### config.mk
export PLATFORM = sky130hd
export DESIGN_NAME = odtr_rewriter
export DESIGN_NICKNAME = d
export VERILOG_FILES = /design/src/odtr_pkg.sv /design/src/odtr_fifo.sv /design/src/odtr_rewriter.sv
export VERILOG_INCLUDE_DIRS = /design/src /design/src/src
export SDC_FILE = /design/constraint.sdc
export NUM_CORES = 2
export LEC_CHECK = 0
export BUFFER_PORTS_ARGS = -buffer_cell sky130_fd_sc_hd__buf_2
export CAP_MARGIN = 20
export CELL_PAD_IN_SITES_DETAIL_PLACEMENT = 1
export CELL_PAD_IN_SITES_GLOBAL_PLACEMENT = 1
export CORE_MARGIN = 5
export CORE_UTILIZATION = 40
export CTS_BUF_LIST = sky130_fd_sc_hd__clkbuf_16
export CTS_CLUSTER_SIZE = 12
export DETAILED_ROUTE_END_ITERATION = 10
export PLACE_DENSITY_LB_ADDON = 0.3
export SETUP_SLACK_MARGIN = 0.15
export SYNTH_ARGS = -nofsm -noshare
export SYNTH_HDL_FRONTEND = slang
export SYNTH_HIERARCHICAL = 1
export SYNTH_SLANG_ARGS = --single-unit
### constraint.sdc
create_clock -name ref_clk -period 7.95 [get_ports ref_clk]
set_input_delay 0.3975 -clock ref_clk [delete_from_list [all_inputs] [get_ports ref_clk]]
set_output_delay 0.3975 -clock ref_clk [all_outputs]
set_load 0.01 [all_outputs]
### src/odtr_map.svh
// Constants for the OAM delay time stamp rewriter
// How it works
// - Ingress 1DM for own MEP requests an 8-byte write at its offset.
// - Ingress 1DM stamp is captured time minus latency correction.
// - Egress 1DM forward transmit stamp is captured time plus correction.
// - A write places the stamp at the offset, then the FCS is recomputed.
// - Ingress DMM for own MEP gets forward receive stamp, time minus correction.
// - Ingress delay reply gets backward receive stamp, time minus correction.
// - Egress delay reply gets backward transmit stamp, time plus correction.
// - Egress DMM gets forward transmit stamp, time plus correction.
// - A preloaded time enters the counter at the next sync pulse rise with the strobe set to load.
// - Fine adjust moves the time one nanosecond per request.
// - The save strobe captures current time into a readable saved stamp.
// - After a programmable clock count, one extra nanosecond is added.
// - Sync input takes 1 pps, slower periodic, or one-shot pulses.
// - Frames not matched pass through byte for byte.
// - Strobe either loads a pending value or saves current time.
`ifndef ODTR_MAP_SVH
`define ODTR_MAP_SVH
`define ODTR_CLK_PERIOD_NS 4
`define ODTR_NS_STEP       32'(`ODTR_CLK_PERIOD_NS)
`define ODTR_NS_PER_SEC    32'h3B9ACA00
`define ODTR_FINE_NS       32'h00000001
`define ODTR_TS_BYTES      16'h0008
`define ODTR_FCS_BYTES     16'h0004
`define ODTR_CRC_INIT      32'hFFFFFFFF
`define ODTR_CRC_POLY      32'hEDB88320
`define ODTR_FIFO_DEPTH    8
`define ODTR_FIFO_WIDTH    10
`endif

### src/odtr_pkg.sv
// Types for the OAM delay time stamp rewriter
package odtr_pkg;
  typedef enum logic [1:0]
  {
    ODTR_KIND_NONE,
    ODTR_KIND_1DM,
    ODTR_KIND_DMM,
    ODTR_KIND_DMR
  } odtr_kind_t;
endpackage : odtr_pkg

### src/odtr_fifo.sv
// Small valid/ready FIFO in the frame data path
`timescale 1ns/1ps
module odtr_fifo #(
  parameter int WIDTH = 10,
  parameter int DEPTH = 8
) (
  input  wire logic             ref_clk,
  input  wire logic             sys_rst,
  input  wire logic [WIDTH-1:0] in_data,
  input  wire logic             in_valid,
  output logic                  in_ready,
  output logic [WIDTH-1:0]      out_data,
  output logic                  out_valid,
  input  wire logic             out_ready
);
  localparam int AW = $clog2(DEPTH);
  logic [WIDTH-1:0] mem_q [DEPTH];
  logic [AW-1:0]    wr_q;
  logic [AW-1:0]    rd_q;
  logic [AW:0]      cnt_q;
  logic             room_q;
  logic             push;
  logic             pop;

  assign in_ready  = room_q;
  assign out_valid = cnt_q != '0;
  assign out_data  = mem_q[rd_q];
  assign push      = in_valid && room_q;
  assign pop       = out_valid && out_ready;

  always_ff @(posedge ref_clk)
  begin
    if (push)
    begin
      mem_q[wr_q] <= in_data;
    end
  end

  always_ff @(posedge ref_clk)
  begin
    if (sys_rst)
    begin
      wr_q   <= '0;
      rd_q   <= '0;
      cnt_q  <= '0;
      room_q <= 1'b1;
    end
    else
    begin
      if (push)
      begin
        wr_q <= (wr_q == AW'(DEPTH - 1)) ? '0 : wr_q + 1'b1;
      end
      if (pop)
      begin
        rd_q <= (rd_q == AW'(DEPTH - 1)) ? '0 : rd_q + 1'b1;
      end
      if (push && !pop)
      begin
        cnt_q  <= cnt_q + 1'b1;
        room_q <= cnt_q != (AW+1)'(DEPTH - 1);
      end
      else if (pop && !push)
      begin
        cnt_q  <= cnt_q - 1'b1;
        room_q <= 1'b1;
      end
    end
  end
endmodule : odtr_fifo

### src/odtr_rewriter.sv
// Time stamp rewriter and local time counter
`timescale 1ns/1ps
`include "odtr_map.svh"
module odtr_rewriter
  import odtr_pkg::*;
(
  input  wire logic        ref_clk,
  input  wire logic        sys_rst,
  input  wire logic        path_egress,
  input  wire logic [31:0] lat_corr_ns,
  input  wire logic [7:0]  in_data,
  input  wire logic        in_valid,
  input  wire logic        in_sof,
  input  wire logic        in_eof,
  output logic             in_ready,
  input  wire odtr_kind_t  cls_kind,
  input  wire logic        cls_own_mep,
  input  wire logic [15:0] cls_offset,
  input  wire logic [15:0] cls_len,
  output logic [7:0]       out_data_q,
  output logic             out_valid_q,
  output logic             out_sof_q,
  output logic             out_eof_q,
  input  wire logic        out_ready,
  input  wire logic        sync_pin,
  input  wire logic        strobe_load,
  input  wire logic [31:0] load_sec,
  input  wire logic [31:0] load_ns,
  input  wire logic        load_arm,
  input  wire logic        adj_inc,
  input  wire logic        adj_dec,
  input  wire logic [31:0] auto_period,
  output logic [31:0]      tod_sec_q,
  output logic [31:0]      tod_ns_q,
  output logic [31:0]      saved_sec_q,
  output logic [31:0]      saved_ns_q,
  output logic             load_pend_q
);
  // ----------------------------------------
  // Local time counter
  // ----------------------------------------
  logic        sync_q;
  logic        sync_rise;
  logic [31:0] auto_cnt_q;
  logic        auto_fire;
  logic [32:0] ns_sum;

  assign sync_rise = sync_pin && !sync_q;
  assign auto_fire = (auto_period != '0) && (auto_cnt_q >= auto_period - 32'h1);
  assign ns_sum = {1'b0, tod_ns_q} + {1'b0, `ODTR_NS_STEP}
                + ((adj_inc || auto_fire) ? {1'b0, `ODTR_FINE_NS} : 33'h0)
                + (auto_fire && adj_inc ? {1'b0, `ODTR_FINE_NS} : 33'h0)
                - (adj_dec ? {1'b0, `ODTR_FINE_NS} : 33'h0);

  always_ff @(posedge ref_clk)
  begin
    if (sys_rst)
    begin
      sync_q <= 1'b0;
    end
    else
    begin
      sync_q <= sync_pin;
    end
  end

  always_ff @(posedge ref_clk)
  begin
    if (sys_rst || auto_fire)
    begin
      auto_cnt_q <= '0;
    end
    else if (auto_period != '0)
    begin
      auto_cnt_q <= auto_cnt_q + 32'h1;
    end
  end

  always_ff @(posedge ref_clk)
  begin
    if (sys_rst)
    begin
      load_pend_q <= 1'b0;
    end
    else if (load_arm)
    begin
      load_pend_q <= 1'b1;
    end
    else if (sync_rise && strobe_load)
    begin
      load_pend_q <= 1'b0;
    end
  end

  always_ff @(posedge ref_clk)
  begin
    if (sys_rst)
    begin
      tod_sec_q <= '0;
      tod_ns_q  <= '0;
    end
    else if (sync_rise && strobe_load && load_pend_q)
    begin
      tod_sec_q <= load_sec;
      tod_ns_q  <= load_ns;
    end
    else if (ns_sum >= {1'b0, `ODTR_NS_PER_SEC})
    begin
      tod_sec_q <= tod_sec_q + 32'h1;
      tod_ns_q  <= 32'(ns_sum - {1'b0, `ODTR_NS_PER_SEC});
    end
    else
    begin
      tod_ns_q <= ns_sum[31:0];
    end
  end

  always_ff @(posedge ref_clk)
  begin
    if (sys_rst)
    begin
      saved_sec_q <= '0;
      saved_ns_q  <= '0;
    end
    else if (sync_rise && !strobe_load)
    begin
      saved_sec_q <= tod_sec_q;
      saved_ns_q  <= tod_ns_q;
    end
  end

  // ----------------------------------------
  // Capture and correction at frame start
  // ----------------------------------------
  logic        sof_in;
  logic        hit;
  logic [31:0] cor_sec;
  logic [31:0] cor_ns;
  logic [32:0] add_ns;
  logic        pend_wr_q;
  logic [31:0] pend_sec_q;
  logic [31:0] pend_ns_q;
  logic [15:0] pend_off_q;
  logic [15:0] pend_len_q;

  assign sof_in = in_valid && in_ready && in_sof;
  assign hit    = (cls_kind != ODTR_KIND_NONE) && cls_own_mep;
  assign add_ns = {1'b0, tod_ns_q} + {1'b0, lat_corr_ns};

  always_comb
  begin
    cor_sec = tod_sec_q;
    cor_ns  = tod_ns_q;
    if (path_egress)
    begin
      if (add_ns >= {1'b0, `ODTR_NS_PER_SEC})
      begin
        cor_sec = tod_sec_q + 32'h1;
        cor_ns  = 32'(add_ns - {1'b0, `ODTR_NS_PER_SEC});
      end
      else
      begin
        cor_ns = add_ns[31:0];
      end
    end
    else if (tod_ns_q >= lat_corr_ns)
    begin
      cor_ns = tod_ns_q - lat_corr_ns;
    end
    else
    begin
      cor_sec = tod_sec_q - 32'h1;
      cor_ns  = tod_ns_q + `ODTR_NS_PER_SEC - lat_corr_ns;
    end
  end

  always_ff @(posedge ref_clk)
  begin
    if (sys_rst)
    begin
      pend_wr_q  <= 1'b0;
      pend_sec_q <= '0;
      pend_ns_q  <= '0;
      pend_off_q <= '0;
      pend_len_q <= '0;
    end
    else if (sof_in)
    begin
      pend_wr_q  <= hit;
      pend_sec_q <= cor_sec;
      pend_ns_q  <= cor_ns;
      pend_off_q <= cls_offset;
      pend_len_q <= cls_len;
    end
  end

  // ----------------------------------------
  // Delay buffer
  // ----------------------------------------
  logic [9:0] f_word;
  logic       f_valid;
  logic       pop;

  assign pop = f_valid && (!out_valid_q || out_ready);

  odtr_fifo #(
    .WIDTH (`ODTR_FIFO_WIDTH),
    .DEPTH (`ODTR_FIFO_DEPTH)
  ) u_fifo (
    .ref_clk   (ref_clk),
    .sys_rst   (sys_rst),
    .in_data   ({in_sof, in_eof, in_data}),
    .in_valid  (in_valid),
    .in_ready  (in_ready),
    .out_data  (f_word),
    .out_valid (f_valid),
    .out_ready (pop)
  );

  // ----------------------------------------
  // Field write and FCS regeneration
  // ----------------------------------------
  function automatic logic [31:0] crc_upd(input logic [31:0] c, input logic [7:0] d);
    logic [31:0] r;
    r = c ^ {24'h0, d};
    for (int i = 0; i < 8; i++)
    begin
      r = r[0] ? ((r >> 1) ^ `ODTR_CRC_POLY) : (r >> 1);
    end
    return r;
  endfunction : crc_upd

  logic        act_wr_q;
  logic [63:0] act_ts_q;
  logic [15:0] act_off_q;
  logic [15:0] act_len_q;
  logic [15:0] idx_q;
  logic [31:0] crc_q;
  logic        w_wr;
  logic [63:0] w_ts;
  logic [15:0] w_off;
  logic [15:0] w_len;
  logic [15:0] b_idx;
  logic [15:0] rel;
  logic [15:0] fcs_pos;
  logic        in_field;
  logic        in_fcs;
  logic [7:0]  o_byte;
  logic [31:0] crc_base;

  assign w_wr     = f_word[9] ? pend_wr_q : act_wr_q;
  assign w_ts     = f_word[9] ? {pend_sec_q, pend_ns_q} : act_ts_q;
  assign w_off    = f_word[9] ? pend_off_q : act_off_q;
  assign w_len    = f_word[9] ? pend_len_q : act_len_q;
  assign b_idx    = f_word[9] ? 16'h0 : idx_q;
  assign rel      = b_idx - w_off;
  assign fcs_pos  = w_len - `ODTR_FCS_BYTES;
  assign in_field = (b_idx >= w_off) && (rel < `ODTR_TS_BYTES);
  assign in_fcs   = (w_len >= `ODTR_FCS_BYTES) && (b_idx >= fcs_pos);
  assign crc_base = f_word[9] ? `ODTR_CRC_INIT : crc_q;

  always_comb
  begin
    o_byte = f_word[7:0];
    if (w_wr && in_fcs)
    begin
      o_byte = ~crc_q[8*2'(b_idx - fcs_pos) +: 8];
    end
    else if (w_wr && in_field)
    begin
      o_byte = w_ts[8*(7-rel[2:0]) +: 8];
    end
  end

  always_ff @(posedge ref_clk)
  begin
    if (sys_rst)
    begin
      act_wr_q  <= 1'b0;
      act_ts_q  <= '0;
      act_off_q <= '0;
      act_len_q <= '0;
      idx_q     <= '0;
      crc_q     <= `ODTR_CRC_INIT;
    end
    else if (pop)
    begin
      act_wr_q  <= w_wr;
      act_ts_q  <= w_ts;
      act_off_q <= w_off;
      act_len_q <= w_len;
      idx_q     <= b_idx + 16'h1;
      if (!in_fcs)
      begin
        crc_q <= crc_upd(crc_base, o_byte);
      end
    end
  end

  always_ff @(posedge ref_clk)
  begin
    if (sys_rst)
    begin
      out_valid_q <= 1'b0;
      out_data_q  <= '0;
      out_sof_q   <= 1'b0;
      out_eof_q   <= 1'b0;
    end
    else if (pop)
    begin
      out_valid_q <= 1'b1;
      out_data_q  <= o_byte;
      out_sof_q   <= f_word[9];
      out_eof_q   <= f_word[8];
    end
    else if (out_ready)
    begin
      out_valid_q <= 1'b0;
    end
  end

  // ----------------------------------------
  // Checks
  // ----------------------------------------
  property p_ing_sub;
    @(posedge ref_clk) disable iff (sys_rst)
    sof_in && hit && !path_egress && lat_corr_ns < `ODTR_NS_PER_SEC |=>
      (pend_wr_q && (pend_ns_q + $past(lat_corr_ns) == $past(tod_ns_q)
        || pend_ns_q + $past(lat_corr_ns) == $past(tod_ns_q) + `ODTR_NS_PER_SEC));
  endproperty
  a_ing_sub : assert property (p_ing_sub) else $error("ingress stamp wrong");

  property p_egr_add;
    @(posedge ref_clk) disable iff (sys_rst)
    sof_in && hit && path_egress && lat_corr_ns < `ODTR_NS_PER_SEC |=>
      (pend_ns_q == $past(tod_ns_q) + $past(lat_corr_ns)
        || pend_ns_q + `ODTR_NS_PER_SEC == $past(tod_ns_q) + $past(lat_corr_ns));
  endproperty
  a_egr_add : assert property (p_egr_add) else $error("egress stamp wrong");

  property p_foreign;
    @(posedge ref_clk) disable iff (sys_rst)
    sof_in && !cls_own_mep |=> !pend_wr_q;
  endproperty
  a_foreign : assert property (p_foreign) else $error("foreign MEP stamped");

  property p_first_byte;
    @(posedge ref_clk) disable iff (sys_rst)
    pop && w_wr && b_idx == w_off && !in_fcs |=> out_data_q == $past(w_ts[63:56]);
  endproperty
  a_first_byte : assert property (p_first_byte) else $error("seconds MSB not first");

  property p_pass;
    @(posedge ref_clk) disable iff (sys_rst)
    pop && !w_wr |=> out_data_q == $past(f_word[7:0]);
  endproperty
  a_pass : assert property (p_pass) else $error("unmatched byte altered");

  property p_fcs;
    @(posedge ref_clk) disable iff (sys_rst)
    pop && w_wr && in_fcs && b_idx == fcs_pos |=> out_data_q == ~$past(crc_q[7:0]);
  endproperty
  a_fcs : assert property (p_fcs) else $error("FCS not regenerated");

  property p_fine;
    @(posedge ref_clk) disable iff (sys_rst)
    adj_inc && !adj_dec && !auto_fire && !sync_rise && tod_ns_q < 32'h3B9AC000
      |=> tod_ns_q == $past(tod_ns_q) + `ODTR_NS_STEP + `ODTR_FINE_NS;
  endproperty
  a_fine : assert property (p_fine) else $error("fine adjust not one ns");

  property p_auto;
    @(posedge ref_clk) disable iff (sys_rst)
    auto_fire && !adj_inc && !adj_dec && !sync_rise && tod_ns_q < 32'h3B9AC000
      |=> tod_ns_q == $past(tod_ns_q) + `ODTR_NS_STEP + `ODTR_FINE_NS;
  endproperty
  a_auto : assert property (p_auto) else $error("auto correction missing");

  property p_load;
    @(posedge ref_clk) disable iff (sys_rst)
    sync_rise && strobe_load && load_pend_q |=> tod_sec_q == $past(load_sec)
      && tod_ns_q == $past(load_ns) && load_pend_q == $past(load_arm);
  endproperty
  a_load : assert property (p_load) else $error("preload not applied");

  property p_save;
    @(posedge ref_clk) disable iff (sys_rst)
    sync_rise && !strobe_load |=> saved_ns_q == $past(tod_ns_q)
      && saved_sec_q == $past(tod_sec_q) ##1 $stable(saved_ns_q)
      || $rose(sync_pin);
  endproperty
  a_save : assert property (p_save) else $error("save capture wrong");
endmodule : odtr_rewriter

# ---- Word-level counts from Yosys, hierarchy flattened
# Memories as Yosys holds them, arrays and structs flattened. A register that Yosys moved wholly into a read port is not among the register bits.
# Index checks and enable logic that the tools add are counted.
# W data, S select, Z words.
dict set report totals {
  ram_bits 80
  memories 1
  inputBits 183
  rom_bits 0
  reg_bits 426
  word_cells 150
  output_inout_bits 141
  latchBits 0
}
dict set report op_classes {
  bitwise 11
  div_mod_pow 0
  order_cmp 8
  addsub 23
  n_reduce_logical 33
  eq_ne 3
  multipliers 0
  n_shift 2
  muxes 43
}
# memory words word_bits read_ports rd_clocked_by_memory_dff write_ports line_no
set memory_table {}
lappend memory_table {u_fifo.mem_q 8 10 1 1 1 odtr_fifo.sv:17} ;# logic [WIDTH-1:0] mem_q [DEPTH];
# op n
set op_table {}
lappend op_table {{$mux W32} 19}
lappend op_table {{$not A13 Y14} 8}
lappend op_table {{$add A33 B1 Y33} 2}
lappend op_table {{$ge A33 B30 Y1 const B} 2}
lappend op_table {{$add A32 B1 Y32 const B} 2}
lappend op_table {{$ge A32 B32 Y1} 2}
lappend op_table {{$mux W64} 1}
lappend op_table {{$shiftx A64 B33 Y8} 1}
lappend op_table {{$sub A32 B1 Y32 const B} 2}
lappend op_table {{$sub A32 B30 Y32 const B} 2}
lappend op_table {{$sub A32 B32 Y32} 2}
lappend op_table {{$mux W16} 3}
lappend op_table {{$add A32 B3 Y33 const B} 1}
lappend op_table {{$add A32 B32 Y33} 1}
lappend op_table {{$sub A33 B1 Y33} 1}
lappend op_table {{$add A32 B30 Y32 const B} 1}
lappend op_table {{$ge A16 B16 Y1} 2}
lappend op_table {{$reduce_bool A32 Y1} 1}
lappend op_table {{$shiftx A32 B6 Y8} 1}
lappend op_table {{$xor A32 B8 Y32} 1}
lappend op_table {{$logic_and A1 B1 Y1} 17}
lappend op_table {{$add A16 B1 Y16 const B} 1}
lappend op_table {{$ge A16 B3 Y1 const B} 1}
lappend op_table {{$lt A16 B4 Y1 const B} 1}
lappend op_table {{20 further kinds} 48}

# ---- Depth between registers and ports, before layout
dict set report logic_depth {
  depth_word 24
  ltp_mapped 40
  depth_no_buf 39
}

# ---- By module
# Netlist, hierarchy kept.
# module area_per_inst_um2 instances seq_area_each_um2 cells_per_inst
set by_module_without_submodules {}
lappend by_module_without_submodules {odtr_rewriter 31516.5 1 8308.0 4100}
lappend by_module_without_submodules {odtr_fifo 3716.1 1 2682.6 200}

# ---- Worst setup path before layout
# OpenSTA, ideal clock, no wires.
dict set report synth_path {
  path_kind {register to register}
  start {register with a tool-made name}
  end {register crc_q[18]}
  setup_time_ns 0.145
  path_slack_ns -0.101
  period_less_slack_ns 8.051
  path_stages_with_launch 31
  arrival_ns 7.906
  n_path_buf 13
  t_required_ns 7.805
  cell_sequence {dfxtp_1 > clkbuf_1 > mux4_2 > mux2_2 > clkbuf_2 > buf_4 > buf_2 > buf_2 > clkbuf_1 > buf_1 > clkbuf_1 > clkbuf_1 > clkbuf_1 > buf_1 > nor2b_1 > fa_1 > a211oi_4 > a2111oi_0 > or4_1 > nor4_1 > o2111ai_1 > or4_4 > a31oi_4 > buf_6 > buf_8 > nor4b_1 > nor4_4 > xnor2_2 > xor2_1 > xnor2_1 > a22oi_1}
}
# element line_no
set synth_rtl {}
lappend synth_rtl {{end signal: assignment} odtr_rewriter.sv:284} ;# crc_q <= `ODTR_CRC_INIT;
lappend synth_rtl {{end signal: assignment} odtr_rewriter.sv:295} ;# crc_q <= crc_upd(crc_base, o_byte);
lappend synth_rtl {{end: declaration} odtr_rewriter.sv:238} ;# logic [31:0] crc_q;

# ---- Worst setup path in the final report
dict set report layout_path {
  start {input port auto_period[12]}
  end {register tod_sec_q[3]}
}
dict set report layout_via {
  elab_chain_len 10
  word_cells_on_any_way 13
  classes_between {add/sub: 4; order compare: 2; mux: 2; reduce/logical: 5}
}
# element line_no
set layout_rtl {}
lappend layout_rtl {{start: declaration} odtr_rewriter.sv:32} ;# input wire logic [31:0] auto_period,
lappend layout_rtl {{$sub A32 B1 Y32} odtr_rewriter.sv:49} ;# assign auto_fire = (auto_period != '0) && (auto_cnt_q >= auto_period - 32'h1);
lappend layout_rtl {{$ge A32 B32 Y1} odtr_rewriter.sv:49}
lappend layout_rtl {{$logic_and A1 B1 Y1 (*)} odtr_rewriter.sv:49}
lappend layout_rtl {{$logic_or A1 B1 Y1} odtr_rewriter.sv:51} ;# + ((adj_inc || auto_fire) ? {1'b0, `ODTR_FINE_NS} : 33'h0)
lappend layout_rtl {{$mux W1} odtr_rewriter.sv:51}
lappend layout_rtl {{$add A33 B1 Y33} odtr_rewriter.sv:50} ;# assign ns_sum = {1'b0, tod_ns_q} + {1'b0, `ODTR_NS_STEP}
lappend layout_rtl {{$add A33 B1 Y33 (*)} odtr_rewriter.sv:50}
lappend layout_rtl {{$sub A33 B1 Y33 (*)} odtr_rewriter.sv:50}
lappend layout_rtl {{$ge A33 B30 Y1 (*)} odtr_rewriter.sv:107} ;# else if (ns_sum >= {1'b0, `ODTR_NS_PER_SEC})
lappend layout_rtl {{$reduce_bool A2 Y1 (no source line) (*)} --}
lappend layout_rtl {{end signal: assignment} odtr_rewriter.sv:104} ;# tod_sec_q <= load_sec;
lappend layout_rtl {{end signal: assignment} odtr_rewriter.sv:109} ;# tod_sec_q <= tod_sec_q + 32'h1;
lappend layout_rtl {{end: declaration} odtr_rewriter.sv:33} ;# output logic [31:0] tod_sec_q,
# Mark *: on every way between the ends. The rest lies on a longest branch, timed or not.
# A chain may end at the register's enable or synchronous reset.

==> impl_metrics.yaml <==
run_status:
  status: "finished, final reports clean"
die:
  start_util_pct: 40.4
  fp.dieW_um: 307
  rows: 108
  core_mm2: 0.0872
  io_pins: 324
  fp.dieH_um: 307
  die_area_mm2: 0.0941
layout:
  layout-drive-gt1-share_pct: 16.9
  layoutNonFillerInstCount: 5888
  n_fill_cell: 10533
  fin_util_pct: 48.1
  finalNetCount: 5109
  final_area_mm2: 0.0419
  syn_to_final_growth_pct: 18.9
drt:
  num_vias: 33666
  drt_iter0_markers: 1821
  wl_per_cell_um: 21.1
  dr.pass1.iters: 7
  drc: 0
  ant_nets: 0
  drt_wl_total_um: 124000
  viasPerCell: 5.72
yosys:
  yosys_warnings: 6
  ys_seq_area_share_pct: 31.2
  syn_area_per_cell_um2: 8.19
  netlist_area_mm2: 0.0352
  async_reset_ff_share_pct: 0
  synthDistinctLibCells: 95
  syn_inst: 4300
  ys.flop_type: "dfxtp_1"
  synth-edff-count: 80
  syn_nets: 4729
  synth_seq_cells: 509
place:
  gp_congestion: 0.900
  dp_slack_ns: -1.02
  dp_cells: 5680
  numPortBuffers: 323
  dpl_cell_area_mm2: 0.0386
  hpwlAfterDp_um: 91900
worst_setup_path:
  r2r_end: "tod_sec_q[3]"
  cp_max_fo: 5
  critPathLaunchType: "input pin"
  rrSetupSlack_ns: 0.48
  worstSetupPathType: "input pin to flop"
  worstSetupEndpointType: "flop"
  reg2regPathDepth: 37
  slowest_stage: "or4_4"
  max_stage_delay_ns: 0.56
  arrival_ns: 8.10
  cp.required_ns: 8.52
  cp_common_cell: "buf_4"
  r2r_start: "auto_cnt_q[0]"
power_and_ir_drop:
  peakVddDrop_mv: 0.330
  switchingPower_w: 0.00774
  power_density_mw_per_mm2: 404
  intPower_w: 0.00917
  p_leak_nw: 17.0
  clkPwrFrac_pct: 17.1
  combPwrFrac_pct: 62.9
  swShare_pct: 45.8
  seqPwrFrac_pct: 20.0
hold_path:
  hp-class: "input pin to flop"
  hold_start: "load_sec[3]"
  whs_path_depth: 3
  hold_end: "tod_sec_q[3]"
clock_network:
  path_clk_slew_ns: 0.06
  cts_buffers: 61
  cts_sinks: 509
  htree_num_levels: 2
  cts_root_buf: "clkbuf_16"
  cts_tree: "done"
  clock_latency_ns: 0.69
  clockBufferDepth: 3
timing:
  rsz0062_at_grt: "no"
  setup_violations: 0
  max_freq_mhz: 133
  maxSlewViolCount: 0
  hold_viol_final: 0
  tightest_slew_ns: 1.12
  fin_crit_sh_pct: 94.7
  fin_crit_ns: 7.53
  fin_ws_ns: 0.421
  fin_worst_skew_ns: 0.0385
  hold_slack_ns: 0.0403
  max_slew_margin_pct: 23.3
grt:
  grt_pass1_vias: 34590
  antenna_found_initial: 5
  overflow: 0
  grt_max_degree: 170
  grt_pass1_wl_um: 194000
  grt_use_total_pct: 25.3
run:
  maxCapViolCount: 0
## cells by family after synthesis
kind of cell	count (synthesis)	share of synthesized area [%]
AND/OR/NAND/NOR	1565	20.9
AO/OA/AOI/OAI	1087	19.5
flip-flops	509	31.2
buffers and inverters	448	4.90
XOR/XNOR	313	7.96
adder cells (fa/ha/maj)	246	9.25
multiplexers	132	6.25
## cells in the mapped netlist, types with 23 or more instances
library cell  instances  area (µm²)
nand2_1             603        2260
dfxtp_1             429        8590
a21oi_1             404        2020
nor2_1              385        1450
ha_1                222        2780
clkbuf_1            207         777
o21ai_0             192         961
inv_1               187         702
xnor2_1             182        1590
xor2_1              124        1090
a211oi_1            115         863
nor3_1              107         536
nand3_1              84         420
edfxtp_1             80        2400
mux4_2               68        1530
nor2b_1              54         338
and3_1               45         282
a21o_1               44         330
a31oi_1              44         275
o211ai_1             42         315
mux2i_1              40         400
nand2b_1             39         244
nor4_1               36         225
nand4_1              35         219
or3_1                34         213
and2_1               28         175
buf_1                26        97.6
fa_1                 24         480
o21bai_1             24         180
mux2_2               23         259
o21a_1               23         173
## layout by cell type, fill, tap and decap left out, types with 107 or more instances in the layout
cell and n:
nor2_1 379, a211oi_1 107, dfxtp_1 429, inv_1 195
nand2_1 601, buf_4 158, a21oi_1 396, ha_1 221
buf_2 322, o21ai_0 181, xor2_1 123, xnor2_1 182
## area by class of cell
type	instances	area [µm²]	share of cell area [%]
Timing Repair Buffer	569	3740	8.93
Multi-Input combinational cell	3343	22900	54.7
Inverter	196	736	1.76
Sequential cell	509	11000	26.2
Clock inverter	53	500	1.19
Tap cell	1155	1450	3.45
Clock buffer	62	1550	3.70
Antenna cell	1	2.50	0.00597
## worst max-delay path: cells and delay by family
kind,cells,cell delay [ns]
buf+inv,7,0.93
compound gates,13,2.69
fa+ha+maj,4,1.16
simple gates,13,2.86
xor+xnor,1,0.10
## what timing repair did
item / CTS / global route
cloned: 1 / 0
endpoints found under the setup margin: 53 / 55
pin swaps: 2 / 16
buffers inserted: 2 / 5
hold buffers: 80 / 0
endpoints found under the hold margin: 143 / 0
gates resized for setup: 12 / 60
## power by group through the flow
stage	Clock, W	Combinational [W]	Sequential, W
final	0.00289	0.0106	0.00338
after CTS	0.00297	0.0104	0.00338
after detailed placement	0	0.0102	0.00343
after global routing	0.00307	0.0116	0.00343
after floorplan	0	0.00705	0.00331
after global placement	0	0.0100	0.00341
## per-stage QoR
stage	total power (W)	setup TNS, ns
detailed placement	0.0137	-48.78
floorplan	0.0104	0
finish	0.0169	0
global placement	0.0134	-33.52
CTS	0.0167	0
global route	0.0181	0
## flip-flops by register name, indices dropped and copies added (netlist names), 16 cells and up, named ones only
register      cells
tod_sec_q        32
pend_len_q       16
pend_ns_q        32
tod_ns_q         32
idx_q            16
pend_sec_q       32
act_off_q        16
saved_sec_q      32
pend_off_q       16
act_ts_q         64
auto_cnt_q       32
u_fifo/mem_q     80
act_len_q        16
crc_q            32
saved_ns_q       32
## worst max path at each step
stage | end | from
after floorplan | crc_q[18] | flop
after global placement | tod_ns_q[17] | auto_period[5]
after detailed placement | tod_ns_q[22] | auto_period[5]
after CTS | tod_ns_q[21] | auto_period[5]
after global routing | tod_sec_q[4] | auto_period[5]
final | tod_sec_q[3] | auto_period[12]
## routing by layer
layer	part of all wire [%]	vias to the layer above	GRT usage, %
met1	44	16727	32.2
met5	0.022	-	0
li1	-	16070	-
met2	49	680	44.5
met3	4.1	185	3.36
met4	3.1	4	8.15
(Power assumes the default switching activity.)
